[src/rtl/djk_dual_regs.vh]
// Constants for the dual JK storage block: sampling depth,
// reset values and output encodings.
// Assumes inclusion by bare name from the design files.
`ifndef DJK_DUAL_REGS_VH
`define DJK_DUAL_REGS_VH

// Pin sampling depth (three flops, last two must agree)
`define DJK_SYNC_STAGES      3

// Number of independent channels
`define DJK_NUM_CH           2

// Reset values of sampled pins
`define DJK_RST_CLK          1'h0
`define DJK_RST_JK           1'h0
`define DJK_RST_SET_N        1'h1
`define DJK_RST_CLEAR_N      1'h1

// Reset value of the stored state
`define DJK_RST_STATE        1'h0

// Output pair for each override case {true, complement}
`define DJK_OUT_BOTH         2'h3
`define DJK_OUT_SET          2'h2
`define DJK_OUT_CLEAR        2'h1

// Bit positions of the JK select field {j, k}
`define DJK_SEL_J            1
`define DJK_SEL_K            0

// JK select codes
`define DJK_JK_HOLD          2'h0
`define DJK_JK_LOW           2'h1
`define DJK_JK_HIGH          2'h2
`define DJK_JK_TOGGLE        2'h3

`endif

[src/rtl/djk_dual.v]
// Two independent JK storage channels, each stepped by the falling edge
// of its own clock pin, with active-low direct set and clear.
// Assumes all channel pins are asynchronous to the 20 MHz system clock.
// Outputs follow a pin change five system clocks later.
`timescale 1ns/1ns
`include "djk_dual_regs.vh"
module djk_dual (
  // System
  input  wire clock,
  input  wire sys_rst,
  input  wire clk_en,
  // Channel 1 pins
  input  wire j_1,
  input  wire k_1,
  input  wire falling_edge_clock_1,
  input  wire set_n_1,
  input  wire clear_n_1,
  // Channel 2 pins
  input  wire j_2,
  input  wire k_2,
  input  wire falling_edge_clock_2,
  input  wire set_n_2,
  input  wire clear_n_2,
  // Channel 1 outputs
  output wire q_1,
  output wire q_bar_1,
  // Channel 2 outputs
  output wire q_2,
  output wire q_bar_2
);

  // Fixed by the pin list, so not a parameter
  localparam NUM_CH = `DJK_NUM_CH;

  // Packed per-channel pins, bit n is channel n+1
  wire [NUM_CH-1:0] j_pin;
  wire [NUM_CH-1:0] k_pin;
  wire [NUM_CH-1:0] clk_pin;
  wire [NUM_CH-1:0] set_n_pin;
  wire [NUM_CH-1:0] clear_n_pin;
  wire [NUM_CH-1:0] q_out;
  wire [NUM_CH-1:0] q_bar_out;

  assign j_pin       = {j_2, j_1};
  assign k_pin       = {k_2, k_1};
  assign clk_pin     = {falling_edge_clock_2, falling_edge_clock_1};
  assign set_n_pin   = {set_n_2, set_n_1};
  assign clear_n_pin = {clear_n_2, clear_n_1};

  assign q_1     = q_out[0];
  assign q_bar_1 = q_bar_out[0];
  assign q_2     = q_out[1];
  assign q_bar_2 = q_bar_out[1];

  // Accepted pin values
  wire [NUM_CH-1:0] j_s;
  wire [NUM_CH-1:0] k_s;
  wire [NUM_CH-1:0] clk_s;
  wire [NUM_CH-1:0] set_n_s;
  wire [NUM_CH-1:0] clear_n_s;

  // Every pin gets the same depth, so clock and data stay aligned
  djk_sync #(
    .WIDTH   (NUM_CH),
    .RST_VAL ({NUM_CH{`DJK_RST_CLK}})
  ) u_sync_clk (
    .clock     (clock),
    .sys_rst   (sys_rst),
    .clk_en    (clk_en),
    .pin_in    (clk_pin),
    .value_out (clk_s)
  );

  djk_sync #(
    .WIDTH   (NUM_CH),
    .RST_VAL ({NUM_CH{`DJK_RST_JK}})
  ) u_sync_j (
    .clock     (clock),
    .sys_rst   (sys_rst),
    .clk_en    (clk_en),
    .pin_in    (j_pin),
    .value_out (j_s)
  );

  djk_sync #(
    .WIDTH   (NUM_CH),
    .RST_VAL ({NUM_CH{`DJK_RST_JK}})
  ) u_sync_k (
    .clock     (clock),
    .sys_rst   (sys_rst),
    .clk_en    (clk_en),
    .pin_in    (k_pin),
    .value_out (k_s)
  );

  // Set and clear idle high, so reset leaves both overrides off
  djk_sync #(
    .WIDTH   (NUM_CH),
    .RST_VAL ({NUM_CH{`DJK_RST_SET_N}})
  ) u_sync_set_n (
    .clock     (clock),
    .sys_rst   (sys_rst),
    .clk_en    (clk_en),
    .pin_in    (set_n_pin),
    .value_out (set_n_s)
  );

  djk_sync #(
    .WIDTH   (NUM_CH),
    .RST_VAL ({NUM_CH{`DJK_RST_CLEAR_N}})
  ) u_sync_clear_n (
    .clock     (clock),
    .sys_rst   (sys_rst),
    .clk_en    (clk_en),
    .pin_in    (clear_n_pin),
    .value_out (clear_n_s)
  );

  // One private copy of the storage logic per channel
  genvar ch;
  generate
    for (ch = 0; ch < NUM_CH; ch = ch + 1) begin : g_ch
      reg       clk_prev_q;
      reg       j_prev_q;
      reg       k_prev_q;
      reg       state_q;
      reg       state_d;
      reg       q_q;
      reg       q_d;
      reg       q_bar_q;
      reg       q_bar_d;
      wire      fall;
      wire      set_act;
      wire      clear_act;
      wire [1:0] jk_sel;

      assign set_act   = ~set_n_s[ch];
      assign clear_act = ~clear_n_s[ch];

      // Only a high-to-low step counts; rising or steady does nothing
      assign fall = clk_prev_q & ~clk_s[ch];

      // Values held one cycle before the fall, so late data changes miss
      assign jk_sel = {j_prev_q, k_prev_q};

      // Pin history; reset clock level low so no false fall follows reset
      always @(posedge clock) begin
        if (sys_rst) begin
          clk_prev_q <= `DJK_RST_CLK;
          j_prev_q   <= `DJK_RST_JK;
          k_prev_q   <= `DJK_RST_JK;
        end else if (clk_en) begin
          clk_prev_q <= clk_s[ch];
          j_prev_q   <= j_s[ch];
          k_prev_q   <= k_s[ch];
        end
      end

      // Stored state and output pair, frozen while clk_en is low
      always @(posedge clock) begin
        if (sys_rst) begin
          state_q    <= `DJK_RST_STATE;
          q_q        <= `DJK_RST_STATE;
          q_bar_q    <= ~`DJK_RST_STATE;
        end else if (clk_en) begin
          state_q    <= state_d;
          q_q        <= q_d;
          q_bar_q    <= q_bar_d;
        end
      end

      // Next stored state
      always @* begin
        state_d = state_q;
        if (set_act) begin
          // Set wins in storage when both are low; outputs still both high
          state_d = 1'b1;
        end else if (clear_act) begin
          state_d = 1'b0;
        end else if (fall) begin
          case (jk_sel)
            `DJK_JK_HOLD:   state_d = state_q;
            `DJK_JK_LOW:    state_d = 1'b0;
            `DJK_JK_HIGH:   state_d = 1'b1;
            `DJK_JK_TOGGLE: state_d = ~state_q;
            default:        state_d = state_q;
          endcase
        end
      end

      // Registered, so both outputs move on one system edge
      // Output pair; overrides act without any clock-pin edge
      always @* begin
        if (set_act && clear_act) begin
          {q_d, q_bar_d} = `DJK_OUT_BOTH;
        end else if (set_act) begin
          {q_d, q_bar_d} = `DJK_OUT_SET;
        end else if (clear_act) begin
          {q_d, q_bar_d} = `DJK_OUT_CLEAR;
        end else begin
          q_d     = state_d;
          q_bar_d = ~state_d;
        end
      end

      assign q_out[ch]     = q_q;
      assign q_bar_out[ch] = q_bar_q;
    end
  endgenerate

endmodule // djk_dual

[src/rtl/djk_sync.v]
// Pin sampler: three flops per bit, value accepted once stages two
// and three agree.
// Assumes asynchronous pins and one system clock.
`timescale 1ns/1ns
module djk_sync #(
  parameter             WIDTH   = 1,
  parameter [WIDTH-1:0] RST_VAL = {WIDTH{1'b0}}
) (
  // System
  input  wire             clock,
  input  wire             sys_rst,
  input  wire             clk_en,
  // Pins in
  input  wire [WIDTH-1:0] pin_in,
  // Accepted value out
  output wire [WIDTH-1:0] value_out
);

  reg [WIDTH-1:0] stage1_q;
  reg [WIDTH-1:0] stage2_q;
  reg [WIDTH-1:0] stage3_q;
  reg [WIDTH-1:0] value_q;
  reg [WIDTH-1:0] value_d;
  integer         i;

  // Stage one feeds stage two only
  always @(posedge clock) begin
    if (sys_rst) begin
      stage1_q <= RST_VAL;
      stage2_q <= RST_VAL;
      stage3_q <= RST_VAL;
      value_q  <= RST_VAL;
    end else if (clk_en) begin
      stage1_q <= pin_in;
      stage2_q <= stage1_q;
      stage3_q <= stage2_q;
      value_q  <= value_d;
    end
  end

  // Accept a bit only while the last two stages match
  always @* begin
    value_d = value_q;
    for (i = 0; i < WIDTH; i = i + 1) begin
      if (stage2_q[i] == stage3_q[i]) begin
        value_d[i] = stage3_q[i];
      end
    end
  end

  assign value_out = value_q;

endmodule // djk_sync

[config.mk]
export PLATFORM = sky130hd
export DESIGN_NAME = djk_dual
export DESIGN_NICKNAME = d
export VERILOG_FILES = /design/src/rtl/djk_dual.v /design/src/rtl/djk_sync.v
export VERILOG_INCLUDE_DIRS = /design/src /design/src/rtl
export SDC_FILE = /design/constraint.sdc
export NUM_CORES = 1
export LEC_CHECK = 0
export BUFFER_PORTS_ARGS = -buffer_cell sky130_fd_sc_hd__buf_2
export CORE_MARGIN = 5
export CORE_UTILIZATION = 25
export CTS_CLUSTER_DIAMETER = 100
export CTS_CLUSTER_SIZE = 8
export DETAILED_ROUTE_END_ITERATION = 8
export PLACE_DENSITY_LB_ADDON = 0.1
export SETUP_SLACK_MARGIN = 0.4
export SYNTH_ARGS = -nofsm -noshare
export SYNTH_HDL_FRONTEND = slang
export SYNTH_SLANG_ARGS = --single-unit
[constraint.sdc]
create_clock -name clock -period 1.7 [get_ports clock]
set_clock_uncertainty 0.15 [all_clocks]
set_input_delay 0.085 -clock clock [delete_from_list [all_inputs] [get_ports clock]]
set_output_delay 0.085 -clock clock [all_outputs]
set_load 0.03 [all_outputs]
======== Word level (Yosys, flattened, before mapping) ========
Cells that the tools add are included.
word-level totals
  bits in registers ....................... 52
  logic and storage cells ................. 99
  bits in writable memories ............... 0
  bits in latches ......................... 0
  memories kept ........................... 0
  bits in read-only memories .............. 0
cells by class
  $mul .................................... 0
  muxes and demuxes ....................... 20
  reductions and logical operators ........ 14
  $lt $le $gt $ge ......................... 0
  equality and inequality tests ........... 16
  bitwise logic cells ..................... 12
  shift operators ......................... 0
  div/mod/pow operators ................... 0
  add/subtract/negate cells ............... 0
operators by type and width
  cell                  number
  $reduce_and A2 Y1     10
  $mux W1               18
  $eq A1 B1 Y1          10
  $not A1 Y1            10
  $eq A2 B2 Y1 const B  4
  $pmux W1 S4           2
  $eq A2 B1 Y1 const B  2
  $logic_not A2 Y1      2
  $and A1 B1 Y1         2
  $logic_and A1 B1 Y1   2

======== Logic depth before layout (Yosys ltp) ========
Gate-level depths: netlist (run 1).
  depth after elaboration ................. 9
  mapped depth ............................ 5
  gate-level depth less buffers ........... 3

======== Hierarchy ========
From an unflattened synthesis (run 1), not the netlist that was laid out.
second synthesis, totals
  cells, all modules ...................... 205
  area total of the unflattened synthesis .. 2164.6 um^2
by module, submodules not included
  module                         times used  sequential area each (um^2)  cells an instance  area an instance (um^2)
  djk_sync (u_sync_clk ...)      3           160.2                        32                 349.1
  djk_sync (u_sync_clear_n ...)  2           160.2                        30                 315.3
  djk_dual                       1           240.2                        49                 486.7

======== Worst setup path before layout (run 1) ========
No wires, ideal clock.
  path type ............................... reg-to-reg
  start ................................... register g_ch[0].state_q
  end ..................................... register g_ch[0].q_bar_q (netlist: q_bar_1)
  stages on the path, launching flop included .. 4
  period minus slack after synthesis ...... 1.228 ns
  arrival time ............................ 0.951 ns
  path slack .............................. 0.472 ns
  setup time .............................. 0.127 ns
  path buffers ............................ 0
  path through ............................ dfxtp_1 > and4bb_1 > a211oi_2 > or3_1
between the ends
  cells in the longest elaborated chain, start to end .. 9
RTL lines
  what                    RTL line        text
  from (decl)             djk_dual.v:126  reg state_q;
  from (signal assigned)  djk_dual.v:162  state_q <= `DJK_RST_STATE;
  from (signal assigned)  djk_dual.v:166  state_q <= state_d;
  $not A1 Y1              djk_dual.v:185  `DJK_JK_TOGGLE: state_d = ~state_q;
  $pmux W1 S4             djk_dual.v:181  case (jk_sel)
  $mux W1 *               djk_dual.v:180  end else if (fall) begin
  $mux W1 *               djk_dual.v:178  end else if (clear_act) begin
  $mux W1 *               djk_dual.v:175  if (set_act) begin
  $not A1 Y1 *            djk_dual.v:202  q_bar_d = ~state_d;
  $mux W1 *               djk_dual.v:198  end else if (clear_act) begin
  $mux W1 *               djk_dual.v:196  end else if (set_act) begin
  $mux W1 *               djk_dual.v:194  if (set_act && clear_act) begin
  to (signal assigned)    djk_dual.v:164  q_bar_q <= ~`DJK_RST_STATE;
  to (signal assigned)    djk_dual.v:168  q_bar_q <= q_bar_d;
  to (decl)               djk_dual.v:130  reg q_bar_q;
Mark *: on every way between the ends. The rest lies on a longest branch, timed or not.
A chain may end at the register's enable or synchronous reset.

======== Worst setup path in the final report (run 1) ========
  start ................................... register u_sync_clk.value_q[0] (netlist: u_sync_clk.value_out[0])
  end ..................................... register g_ch[0].q_bar_q (netlist: q_bar_1)
between the ends
  cells in the longest elaborated chain, start to end .. 9
RTL lines
  what                    RTL line        text
  from (decl)             djk_sync.v:22   reg [WIDTH-1:0] value_q;
  from (signal assigned)  djk_sync.v:37   value_q <= value_d;
  $not A1 Y1              djk_dual.v:141  assign fall = clk_prev_q & ~clk_s[ch];
  $and A1 B1 Y1           djk_dual.v:141
  $mux W1                 djk_dual.v:180
  $mux W1                 djk_dual.v:178
  $mux W1                 djk_dual.v:175
  $not A1 Y1              djk_dual.v:202
  $mux W1                 djk_dual.v:198
  $mux W1                 djk_dual.v:196
  $mux W1                 djk_dual.v:194
No other way between the ends.

==> out/metrics.yaml, run 1 <==
global_routing:
  grt_overflow_total: 0
  antenna_found_initial: 0
  grt_pass1_wl_microns: 6890
  grt.total_usage_pct: 8.59
  grt_pass1_vias: 1434
  grt_max_degree: 24
pwr:
  p_per_area_mw_per_mm2: 966
  vdd.ir_drop.worst_mv: 0.457
  total_power_w: 0.00234
  leakage_nw: 1.05
clocking:
  clk_path_buf_depth: 2
  cts.reportedPaths.clkPinSlew_ns: 0.09
  cts_root_buffer: "clkbuf_8"
  cts_tree: "done"
  cts_htree_levels: 2
  cts.sinks: 52
  clk_latency_ns: 0.30
  cts_buffers: 5
placement:
  routabilityCongestion: 0.683
  place_area_sq_mm: 0.00219
  io_buffer_count: 16
  hpwl_microns: 2560
  place_inst: 313
  post-place-ws_ns: 0.428
flow_run:
  maxCapViolCount: 0
layout:
  num-nets-final: 243
  finalNonFillerCells: 333
  design_area_sq_mm: 0.00242
  n_fill_cell: 850
  final_layout_size_suffix_gt1_share_pct: 15.6
  diodes: 0
  syn2layout_area_growth_pct: 19.7
setup_path:
  cp-end-kind: "register"
  crit_arrival_ns: 1.28
  rr_worst_depth: 3
  reg2reg_slack_ns: 0.46
  rr_endpoint: "q_bar_1$_SDFFE_PP1P_"
  cp_max_fo: 4
  critPathLaunchType: "register"
  r2r-start: "u_sync_clk.value_out[0]$_SDFFE_PP0P_"
  path_class: "register to register"
  crit_required_ns: 1.74
yosys:
  synth_fa_ha_area_share_pct: 0
  synth_top_area_cell: "dfxtp_1"
  yosys-top-cells-area: "dfxtp_1 (51%), mux2i_1 (12%), nor2_1 (5.0%), a211o_1 (4.3%), a21oi_1 (4.2%)"
  synth_xor_area_share_pct: 0
  ys_warn_count: 0
  synth_top_family_by_area: "compound AO/OA/AOI/OAI gates"
  syn_nets: 216
  synth.area.mux_share_pct: 11.9
  synth-compound-area-share_pct: 16.7
  seq_area_frac_synth_pct: 51.5
  ys_ff_latch: 52
  synth_area_sq_mm: 0.00202
  syn_inst: 203
  synth.distinct_cells: 22
  yosys.area.top_type_share_pct: 51.5
  avgSynthCellArea_sq_um: 9.96
  synthSimpleGateAreaFrac_pct: 14.4
routing:
  dr.pass1.iters: 4
  wirelength_microns: 3870
  drtIter0Drc: 46
  vias: 1419
  vias_per_cell: 4.26
  wl_per_cell_microns: 11.6
  drc: 0
  drtAntennaViolNets: 0
worst_hold_path:
  min_path_type: "input pin to register"
  min_to: "g_ch[1].k_prev_q$_SDFFE_PP0P_"
  holdCritStartpoint: "sys_rst"
  min_path_cells: 2
timing:
  fin_crit_sh_pct: 72.8
  hold_viol_final: 0
  setup_tns_ns: 0
  tightest_slew_ns: 0.401
  rsz0062_at_grt: "no"
  slew_headroom_pct: 73.3
  slew_viol_final: 0
  finalSetupViolCount: 0
  fin_ws_ns: 0.463
  min_period_ns: 1.24
  fmax_mhz: 808
outcome:
  status: "finished clean"
floorplanning:
  start_util_pct: 25.9
  die_area_sq_mm: 0.00999
  io_pins: 17
  rows: 32
  core_area_sq_mm: 0.00781
  die_y_microns: 99.9
  die_w_microns: 99.9
## metal layers
layer	vias up	share of wire, %	track usage (%)
met5	-	0	0
met4	0	1.8	4.41
met3	7	2.9	1.88
met2	18	43	13.2
met1	635	53	11.3
li1	759	-	-
## worst max path at each step
stage / startpoint / end / slack (ns) / depth (start not counted)
final: u_sync_clk.value_out[0]$_SDFFE_PP0P_ / q_bar_1$_SDFFE_PP1P_ / 0.46 / 3
after global routing: u_sync_clk.value_out[1]$_SDFFE_PP0P_ / q_bar_2$_SDFFE_PP1P_ / 0.40 / 3
after CTS: g_ch[1].state_q$_SDFFE_PP0P_ / q_bar_2$_SDFFE_PP1P_ / 0.42 / 3
after detailed placement: g_ch[1].state_q$_SDFFE_PP0P_ / q_bar_2$_SDFFE_PP1P_ / 0.43 / 3
after global placement: g_ch[1].state_q$_SDFFE_PP0P_ / q_bar_2$_SDFFE_PP1P_ / 0.44 / 3
after floorplan: g_ch[0].state_q$_SDFFE_PP0P_ / q_bar_1$_SDFFE_PP1P_ / 0.47 / 3
## cells in the final DEF (no fill, tap or decap)
cell and count:
o22ai_1 4, clkbuf_1 1, a21o_1 6, buf_4 6, buf_2 16, bufinv_16 1, a211o_1 10, nor2b_1 8
dlygate4sd3_1 11, o21bai_1 4, o21ai_0 8, clkbuf_8 5, inv_1 3, nand3b_1 2, buf_12 1, mux2i_1 24
a21oi_1 17, dfxtp_4 1, nand2_1 8, dfxtp_1 48, nor2_1 27, nor3_1 4, dfxtp_2 3, a211oi_2 2
and2_1 2, nand2b_1 4, and4bb_1 2, clkinv_2 1, or3_1 2
## layout make-up
type	count	area, sq um	area share [%]
Clock inverter	2	35.0	1.45
Inverter	3	11.3	0.465
Sequential cell	52	1050	43.3
Clock buffer	6	72.6	3.00
Tap cell	102	128	5.27
Multi-Input combinational cell	134	870	35.9
Timing Repair Buffer	34	255	10.5
## through the flow
stage,util [%],hold WS (ns)
floorplan,-,0.0574
global placement,28.0,0.149
detailed placement,28.0,0.149
CTS,30.8,0.0235
global route,31.0,0.0452
finish,31.0,0.0314
## power by group
part           total [W]  leakage, nW  internal [W]  switching (W)
logic           0.000207        0.571      0.000103       0.000104
clock network   0.000840       0.0552      0.000437       0.000403
registers        0.00129        0.427       0.00126      0.0000290
total            0.00234         1.05       0.00180       0.000536
## Yosys cell counts, drive strengths merged
| library cell | n |
|---|---|
| o21ai | 8 |
| and4bb | 2 |
| buf | 8 |
| or3 | 2 |
| nor2b | 8 |
| clkbuf | 6 |
| and2 | 2 |
| a21o | 6 |
| dfxtp | 52 |
| inv | 3 |
| o21bai | 4 |
| nor2 | 27 |
| mux2i | 24 |
| o22ai | 4 |
| nor3 | 4 |
| a21oi | 17 |
| a211oi | 2 |
| a211o | 10 |
| nand2 | 8 |
| nand3b | 2 |
| nand2b | 4 |
## critical path: stages, from the launching register on
cell and delay [ns]:
dfxtp_4 0.36, and4bb_1 0.27, a211oi_2 0.06, or3_1 0.30
## timing repair
item | CTS | global route
setup endpoints to repair | 0 | 3
hold buffers | 11 | 0
gates resized for setup | 0 | 5
hold endpoints to repair | 11 | 0
setup buffers | 0 | 1
## cell families (layout without fill, tap and decap cells)
logic type             after synthesis  count (layout)
AOI/OAI and AO/OA                   51              51
muxes                               24              24
DFF                                 52              52
buffers and inverters               17              45
and+or+nand+nor                     59              59
Note: power is estimated with default switching activity, not from simulation.
==> run 2, diff against run 1 <==
Settings changed: ABC_AREA set to 1.
Clock period 1.7 ns to 1.1 ns, I/O delays scaled along.
==> run 2 against run 1 <==
  * The run now ends with negative hold slack left
  * Worst setup slack got worse by 0.44 ns
  * Critical path depth up 5
  * Final area up 3.8%
  * Clock-buffer cell count rose by 1
  * Routed wire length grew 7.0%
  * Area after synthesis decreased by 3.8%
  * Largest cell class unchanged
==> out/metrics.yaml, run 2 <==
setup_path:
  startpoint: "u_sync_clk.value_out[1]$_SDFFE_PP0P_"
  reg2reg_slack_ns: 0.03
  cp_max_fo: 3
  r2r-start: "u_sync_clk.value_out[1]$_SDFFE_PP0P_"
  crit_path_end: "q_bar_2$_SDFFE_PP1P_"
  crit_arrival_ns: 1.11
  critPathLaunchType: "register"
  cp-end-kind: "register"
  crit_required_ns: 1.14
  rr_endpoint: "q_bar_2$_SDFFE_PP1P_"
  path_class: "register to register"
  rr_worst_depth: 8
timing:
  rsz0062_at_grt: "yes"
  fin_crit_sh_pct: 97.6
  min_period_ns: 1.07
  hold_viol_final: 16
  tightest_slew_ns: 0.185
  fin_ws_ns: 0.0259
  fmax_mhz: 931
  slew_viol_final: 0
  slew_headroom_pct: 87.7
  setup_tns_ns: 0
  holdWs_ns: -0.186
  finalSetupViolCount: 0
yosys:
  synth.distinct_cells: 14
  ys_ff_latch: 52
  synth_area_sq_mm: 0.00194
  syn_inst: 246
  seq_area_frac_synth_pct: 53.5
  synthArstFlopShare_pct: 0
  synth_top_area_cell: "dfxtp_1"
  syn_nets: 259
  synth_edf_count: 0
  yosys.area.top_type_share_pct: 53.5
  yosys-top-cells-area: "dfxtp_1 (54%), nand2_1 (10%), o21ai_0 (9.0%), nor2_1 (6.4%), a21oi_1 (5.7%)"
  synth_common_cells: "nand2_1 (54), dfxtp_1 (52), o21ai_0 (35)"
  synth_ff_type: "dfxtp_1"
  ys_warn_count: 0
  avgSynthCellArea_sq_um: 7.90
  yosysMostFrequentCell: "nand2_1"
outcome:
  violations: "negative hold slack"
  status: "finished, violations left"
worst_hold_path:
  min_path_type: "input pin to register"
global_routing:
  grt_pass1_wl_microns: 7230
  grt_max_degree: 30
  grt_overflow_total: 0
  antenna_found_initial: 0
  grt.total_usage_pct: 9.09
  grt_pass1_vias: 1553
clocking:
  clk_latency_ns: 0.30
  clk_path_buf_depth: 2
  cts.sinks: 52
  cts.reportedPaths.clkPinSlew_ns: 0.09
  cts_tree: "done"
  cts_root_buffer: "clkbuf_8"
  cts_buffers: 5
  cts_htree_levels: 2
placement:
  post-place-ws_ns: 0.0168
  routabilityCongestion: 0.693
  place_inst: 359
  hpwl_microns: 2680
  io_buffer_count: 16
  place_area_sq_mm: 0.00216
flow_run:
  maxCapViolCount: 0
pwr:
  vdd.ir_drop.worst_mv: 0.599
  seqPwrFrac_pct: 57.4
  combPwrFrac_pct: 10.4
  net-switching-power_w: 0.000873
  p_int_w: 0.00271
  p_per_area_mw_per_mm2: 1430
  leakage_nw: 0.984
  p_sw_share_pct: 24.4
  p_clk_share_pct: 32.3
routing:
  drc: 0
  drtIter0Drc: 76
  wirelength_microns: 4140
  drtAntennaViolNets: 0
  dr.pass1.iters: 4
  vias: 1579
  vias_per_cell: 4.28
  wl_per_cell_microns: 11.2
floorplanning:
  die_area_sq_mm: 0.00964
  io_pins: 17
  rows: 32
  start_util_pct: 25.4
  core_area_sq_mm: 0.00765
  die_y_microns: 98.2
  die_w_microns: 98.2
layout:
  final_layout_size_suffix_gt1_share_pct: 49.4
  layout_common_cells: "dfxtp_2 (45), nand2_1 (44), nor2_1 (28)"
  n_fill_cell: 814
  diodes: 0
  design_area_sq_mm: 0.00251
  syn2layout_area_growth_pct: 29.2
  num-nets-final: 280
  finalNonFillerCells: 369
  final_common_cell: "dfxtp_2"
[run 2: cell types whose count changed after synthesis, moves of 5 or more]
cell | previous run | this run
a21o_1 | 6 | 0
o21ai_0 | 8 | 35
a21oi_1 | 17 | 22
nand3_1 | 0 | 16
inv_1 | 3 | 13
nor2_1 | 27 | 33
mux2i_1 | 24 | 0
a211o_1 | 10 | 0
nand2_1 | 8 | 54
nor2b_1 | 8 | 0
[run 2: per-layer routing]
metal	up-vias	track usage [%]	wire length, microns
li1	841	-	-
met1	718	12.1	2090
met2	15	14.5	1890
met3	5	2.43	122
met4	0	2.52	37
met5	-	0	0
[run 2: worst max-delay path, stage by stage, from the launching register on]
cell	delay, ns
dfxtp_2	0.34
inv_2	0.06
nand3_2	0.05
nand2_1	0.05
nand3_1	0.07
nand2_2	0.08
nand2_1	0.05
nand2_1	0.05
nand3_1	0.06
[run 2: worst min-delay path by stage]
stage / from / to / slack (ns) / cells past startpoint
after floorplan: sys_rst / u_sync_clear_n.value_out[1]$_SDFFE_PP1P_ / 0.0009 / 2
after global placement: clear_n_1 / u_sync_clear_n.stage1_q[0]$_SDFFE_PP1P_ / 0.12 / 3
after detailed placement: clear_n_1 / u_sync_clear_n.stage1_q[0]$_SDFFE_PP1P_ / 0.12 / 3
after CTS: clear_n_1 / u_sync_clear_n.stage1_q[0]$_SDFFE_PP1P_ / -0.20 / 3
after global routing: clear_n_1 / u_sync_clear_n.stage1_q[0]$_SDFFE_PP1P_ / -0.18 / 3
final: clear_n_1 / u_sync_clear_n.stage1_q[0]$_SDFFE_PP1P_ / -0.19 / 3
[run 2: logic make-up (layout without fill, tap and decap cells)]
family | after synthesis | after routing | synth area share (%)
buf+inv | 28 | 49 | 8.62
flops | 52 | 52 | 53.5
simple gates | 104 | 104 | 21.2
compound gates | 62 | 62 | 16.6
[run 2: area by class of cell]
class	count	area [sq um]	area share (%)
tap	102	128	5.08
sequential	52	1100	44.0
timing repair buffer	29	248	9.86
inverter	13	48.8	1.94
clock buffer	7	96.3	3.83
multi-input combinational	166	887	35.3
[run 2: power groups by stage]
stage | combinational (W) | sequential, W | clock [W]
2_1_floorplan | 0.000226 | 0.00208 | 0
5_1_grt | 0.000424 | 0.00207 | 0.00129
6_report | 0.000371 | 0.00205 | 0.00116
4_1_cts | 0.000345 | 0.00205 | 0.00123
3_3_place_gp | 0.000323 | 0.00208 | 0
3_5_place_dp | 0.000323 | 0.00208 | 0
[run 2: what timing repair did]
item / CTS / global route
resized for setup: 45 / 51
setup buffers: 2 / 1
setup endpoints to repair: 52 / 56
hold endpoints to repair: 20 / 10
pin swaps: 19 / 14
[run 2: through the flow]
step                util, %  power [W]
CTS                    30.9    0.00362
floorplan                 -    0.00230
finish                 32.9    0.00358
global placement       28.3    0.00240
detailed placement     28.3    0.00240
global route           32.9    0.00378
==> run 3, diff against run 2 <==
Settings changed: CORE_MARGIN 5 to 2, RECOVER_POWER set to 25.
==> run 3 against run 2 <==
  * The flow still finishes with violations (negative hold slack)
  * Via count is 2.3% higher
  * Global-route usage rose by 1.5 points
  * Worst setup slack lost 0.020 ns
  * Largest cell class unchanged
  * Maximum frequency is 1.8% lower
  * Combinational power is 1% higher
  * Utilization hardly changed
==> out/metrics.yaml, run 3 (synthesis gave the netlist of run 2 again) <==
clocking:
  cts.sinks: 52
  cts_tree: "done"
  cts_buffers: 5
  cts_root_buffer: "clkbuf_8"
  clk_latency_ns: 0.30
  cts_htree_levels: 2
  cts.reportedPaths.clkPinSlew_ns: 0.09
  clk_path_buf_depth: 2
placement:
  io_buffer_count: 16
  hpwl_microns: 2560
  routabilityCongestion: 0.660
  place_inst: 358
setup_path:
  cp_max_fo: 3
  crit_path_end: "q_bar_2$_SDFFE_PP1P_"
  rr_worst_depth: 8
  critPathLaunchType: "register"
  crit_required_ns: 1.15
  worstPathCellList: "inv_2 > nand3_2 > nand2_1 > nand3_1 > nand2_1 > nand2_1 > nand2_1 > nand3_1"
  slowest_stage: "dfxtp_2"
  path_class: "register to register"
  path_delay_family: "simple AND/OR/NAND/NOR gates"
  r2r-start: "u_sync_clk.value_out[1]$_SDFFE_PP0P_"
  startpoint: "u_sync_clk.value_out[1]$_SDFFE_PP0P_"
  path_buf_inv: 1
  critical_path_depth: 8
  max_stage_delay_ns: 0.34
  cp-end-kind: "register"
  reg2reg_slack_ns: 0.006
  crit_arrival_ns: 1.14
  rr_endpoint: "q_bar_2$_SDFFE_PP1P_"
  crit_top_cell: "nand2_1"
floorplanning:
  core_area_sq_mm: 0.00765
  die_y_microns: 92.2
  start_util_pct: 25.4
  die_w_microns: 92.2
  io_pins: 17
  die_area_sq_mm: 0.00850
  rows: 32
pwr:
  p_per_area_mw_per_mm2: 1410
  p_int_w: 0.00266
  vdd.ir_drop.worst_mv: 0.420
  net-switching-power_w: 0.000882
  seqPwrFrac_pct: 57.9
  combPwrFrac_pct: 10.6
  p_clk_share_pct: 31.5
  leakage_nw: 0.997
  p_sw_share_pct: 24.9
outcome:
  status: "finished, violations left"
  violations: "negative hold slack"
flow_run:
  maxCapViolCount: 0
routing:
  drtIter0Drc: 50
  vias: 1615
  dr.pass1.iters: 5
  wl_per_cell_microns: 11.1
  drtAntennaViolNets: 0
  wirelength_microns: 4150
  vias_per_cell: 4.34
  drc: 0
layout:
  layout_common_cells: "dfxtp_2 (41), nand2_1 (37), nor2_1 (29)"
  final_layout_size_suffix_gt1_share_pct: 47.8
  syn2layout_area_growth_pct: 29.4
  num-nets-final: 282
  final_common_cell: "dfxtp_2"
  n_fill_cell: 838
  finalNonFillerCells: 372
  diodes: 0
global_routing:
  grt_pass1_wl_microns: 7210
  antenna_found_initial: 0
  grt_overflow_total: 0
  grt.total_usage_pct: 10.6
  grt_pass1_vias: 1610
  grt_max_degree: 29
worst_hold_path:
  min_path_type: "input pin to register"
timing:
  fmax_mhz: 914
  hold_viol_final: 13
  finalSetupViolCount: 0
  holdWs_ns: -0.194
  fin_crit_sh_pct: 99.5
  tightest_slew_ns: 0.279
  min_period_ns: 1.09
  rsz0062_at_grt: "yes"
  slew_viol_final: 0
  slew_headroom_pct: 81.4
[run 3: cell count changes in the layout (fill, tap and decap cells not counted), sizes merged]
cell    previous run  this run
buf               29        31
clkbuf             7         8
[run 3: power by group through the flow]
stage,clock network [W],logic [W],registers (W)
global placement,0,0.000325,0.00208
global route,0.00124,0.000432,0.00207
detailed placement,0,0.000323,0.00208
floorplan,0,0.000226,0.00208
CTS,0.00118,0.000351,0.00204
finish,0.00112,0.000376,0.00205
[run 3: how the worst min path moves through the flow]
stage          slack [ns]                                       end    start  cells after the start
3_5_place_dp         0.12     u_sync_set_n.stage1_q[0]$_SDFFE_PP1P_  set_n_1                      3
3_3_place_gp         0.12     u_sync_set_n.stage1_q[1]$_SDFFE_PP1P_  set_n_2                      3
5_1_grt             -0.20     u_sync_set_n.stage1_q[1]$_SDFFE_PP1P_  set_n_2                      3
4_1_cts             -0.20     u_sync_set_n.stage1_q[0]$_SDFFE_PP1P_  set_n_1                      3
2_1_floorplan      0.0009  u_sync_clear_n.value_out[1]$_SDFFE_PP1P_  sys_rst                      2
6_report            -0.19     u_sync_set_n.stage1_q[0]$_SDFFE_PP1P_  set_n_1                      3
[run 3: repair_timing]
| action | 4_1_cts | 5_1_grt |
|---|---|---|
| gates resized for setup | 52 | 49 |
| hold endpoints to repair | 16 | 10 |
| pin swaps | 31 | 21 |
| setup buffers | 5 | 1 |
| setup endpoints to repair | 52 | 56 |
[run 3: metal layers]
| metal | track usage (%) | routed length, microns |
|---|---|---|
| met5 | 0 | 0 |
| met4 | 3.73 | 59 |
| met3 | 2.88 | 133 |
| met2 | 17.8 | 1920 |
| met1 | 13.2 | 2030 |
[run 3: final cells by class]
type	count	area (sq um)	share of cell area [%]
sequential	52	1100	43.6
timing repair buffer	31	263	10.4
tap	102	128	5.07
clock buffer	8	90.1	3.58
multi-input combinational	166	891	35.4
inverter	13	48.8	1.94
[run 3: worst min-delay path, cell delays in order]
cell and delay [ns]:
buf_2 0.07, nand2_1 0.04, nand3_1 0.06
[run 3: stage by stage]
step	setup TNS [ns]	worst slack, ns	instance area (sq um)	util (%)	total power [W]
after floorplan	0	0.0963	1970	-	0.00230
after global placement	-0.00381	-0.00381	2160	28.2	0.00240
after detailed placement	0	0.00171	2160	28.2	0.00240
after CTS	0	0.00848	2390	31.2	0.00358
after global routing	-0.370	-0.0986	2520	32.9	0.00374
final	0	0.00600	2520	32.9	0.00354
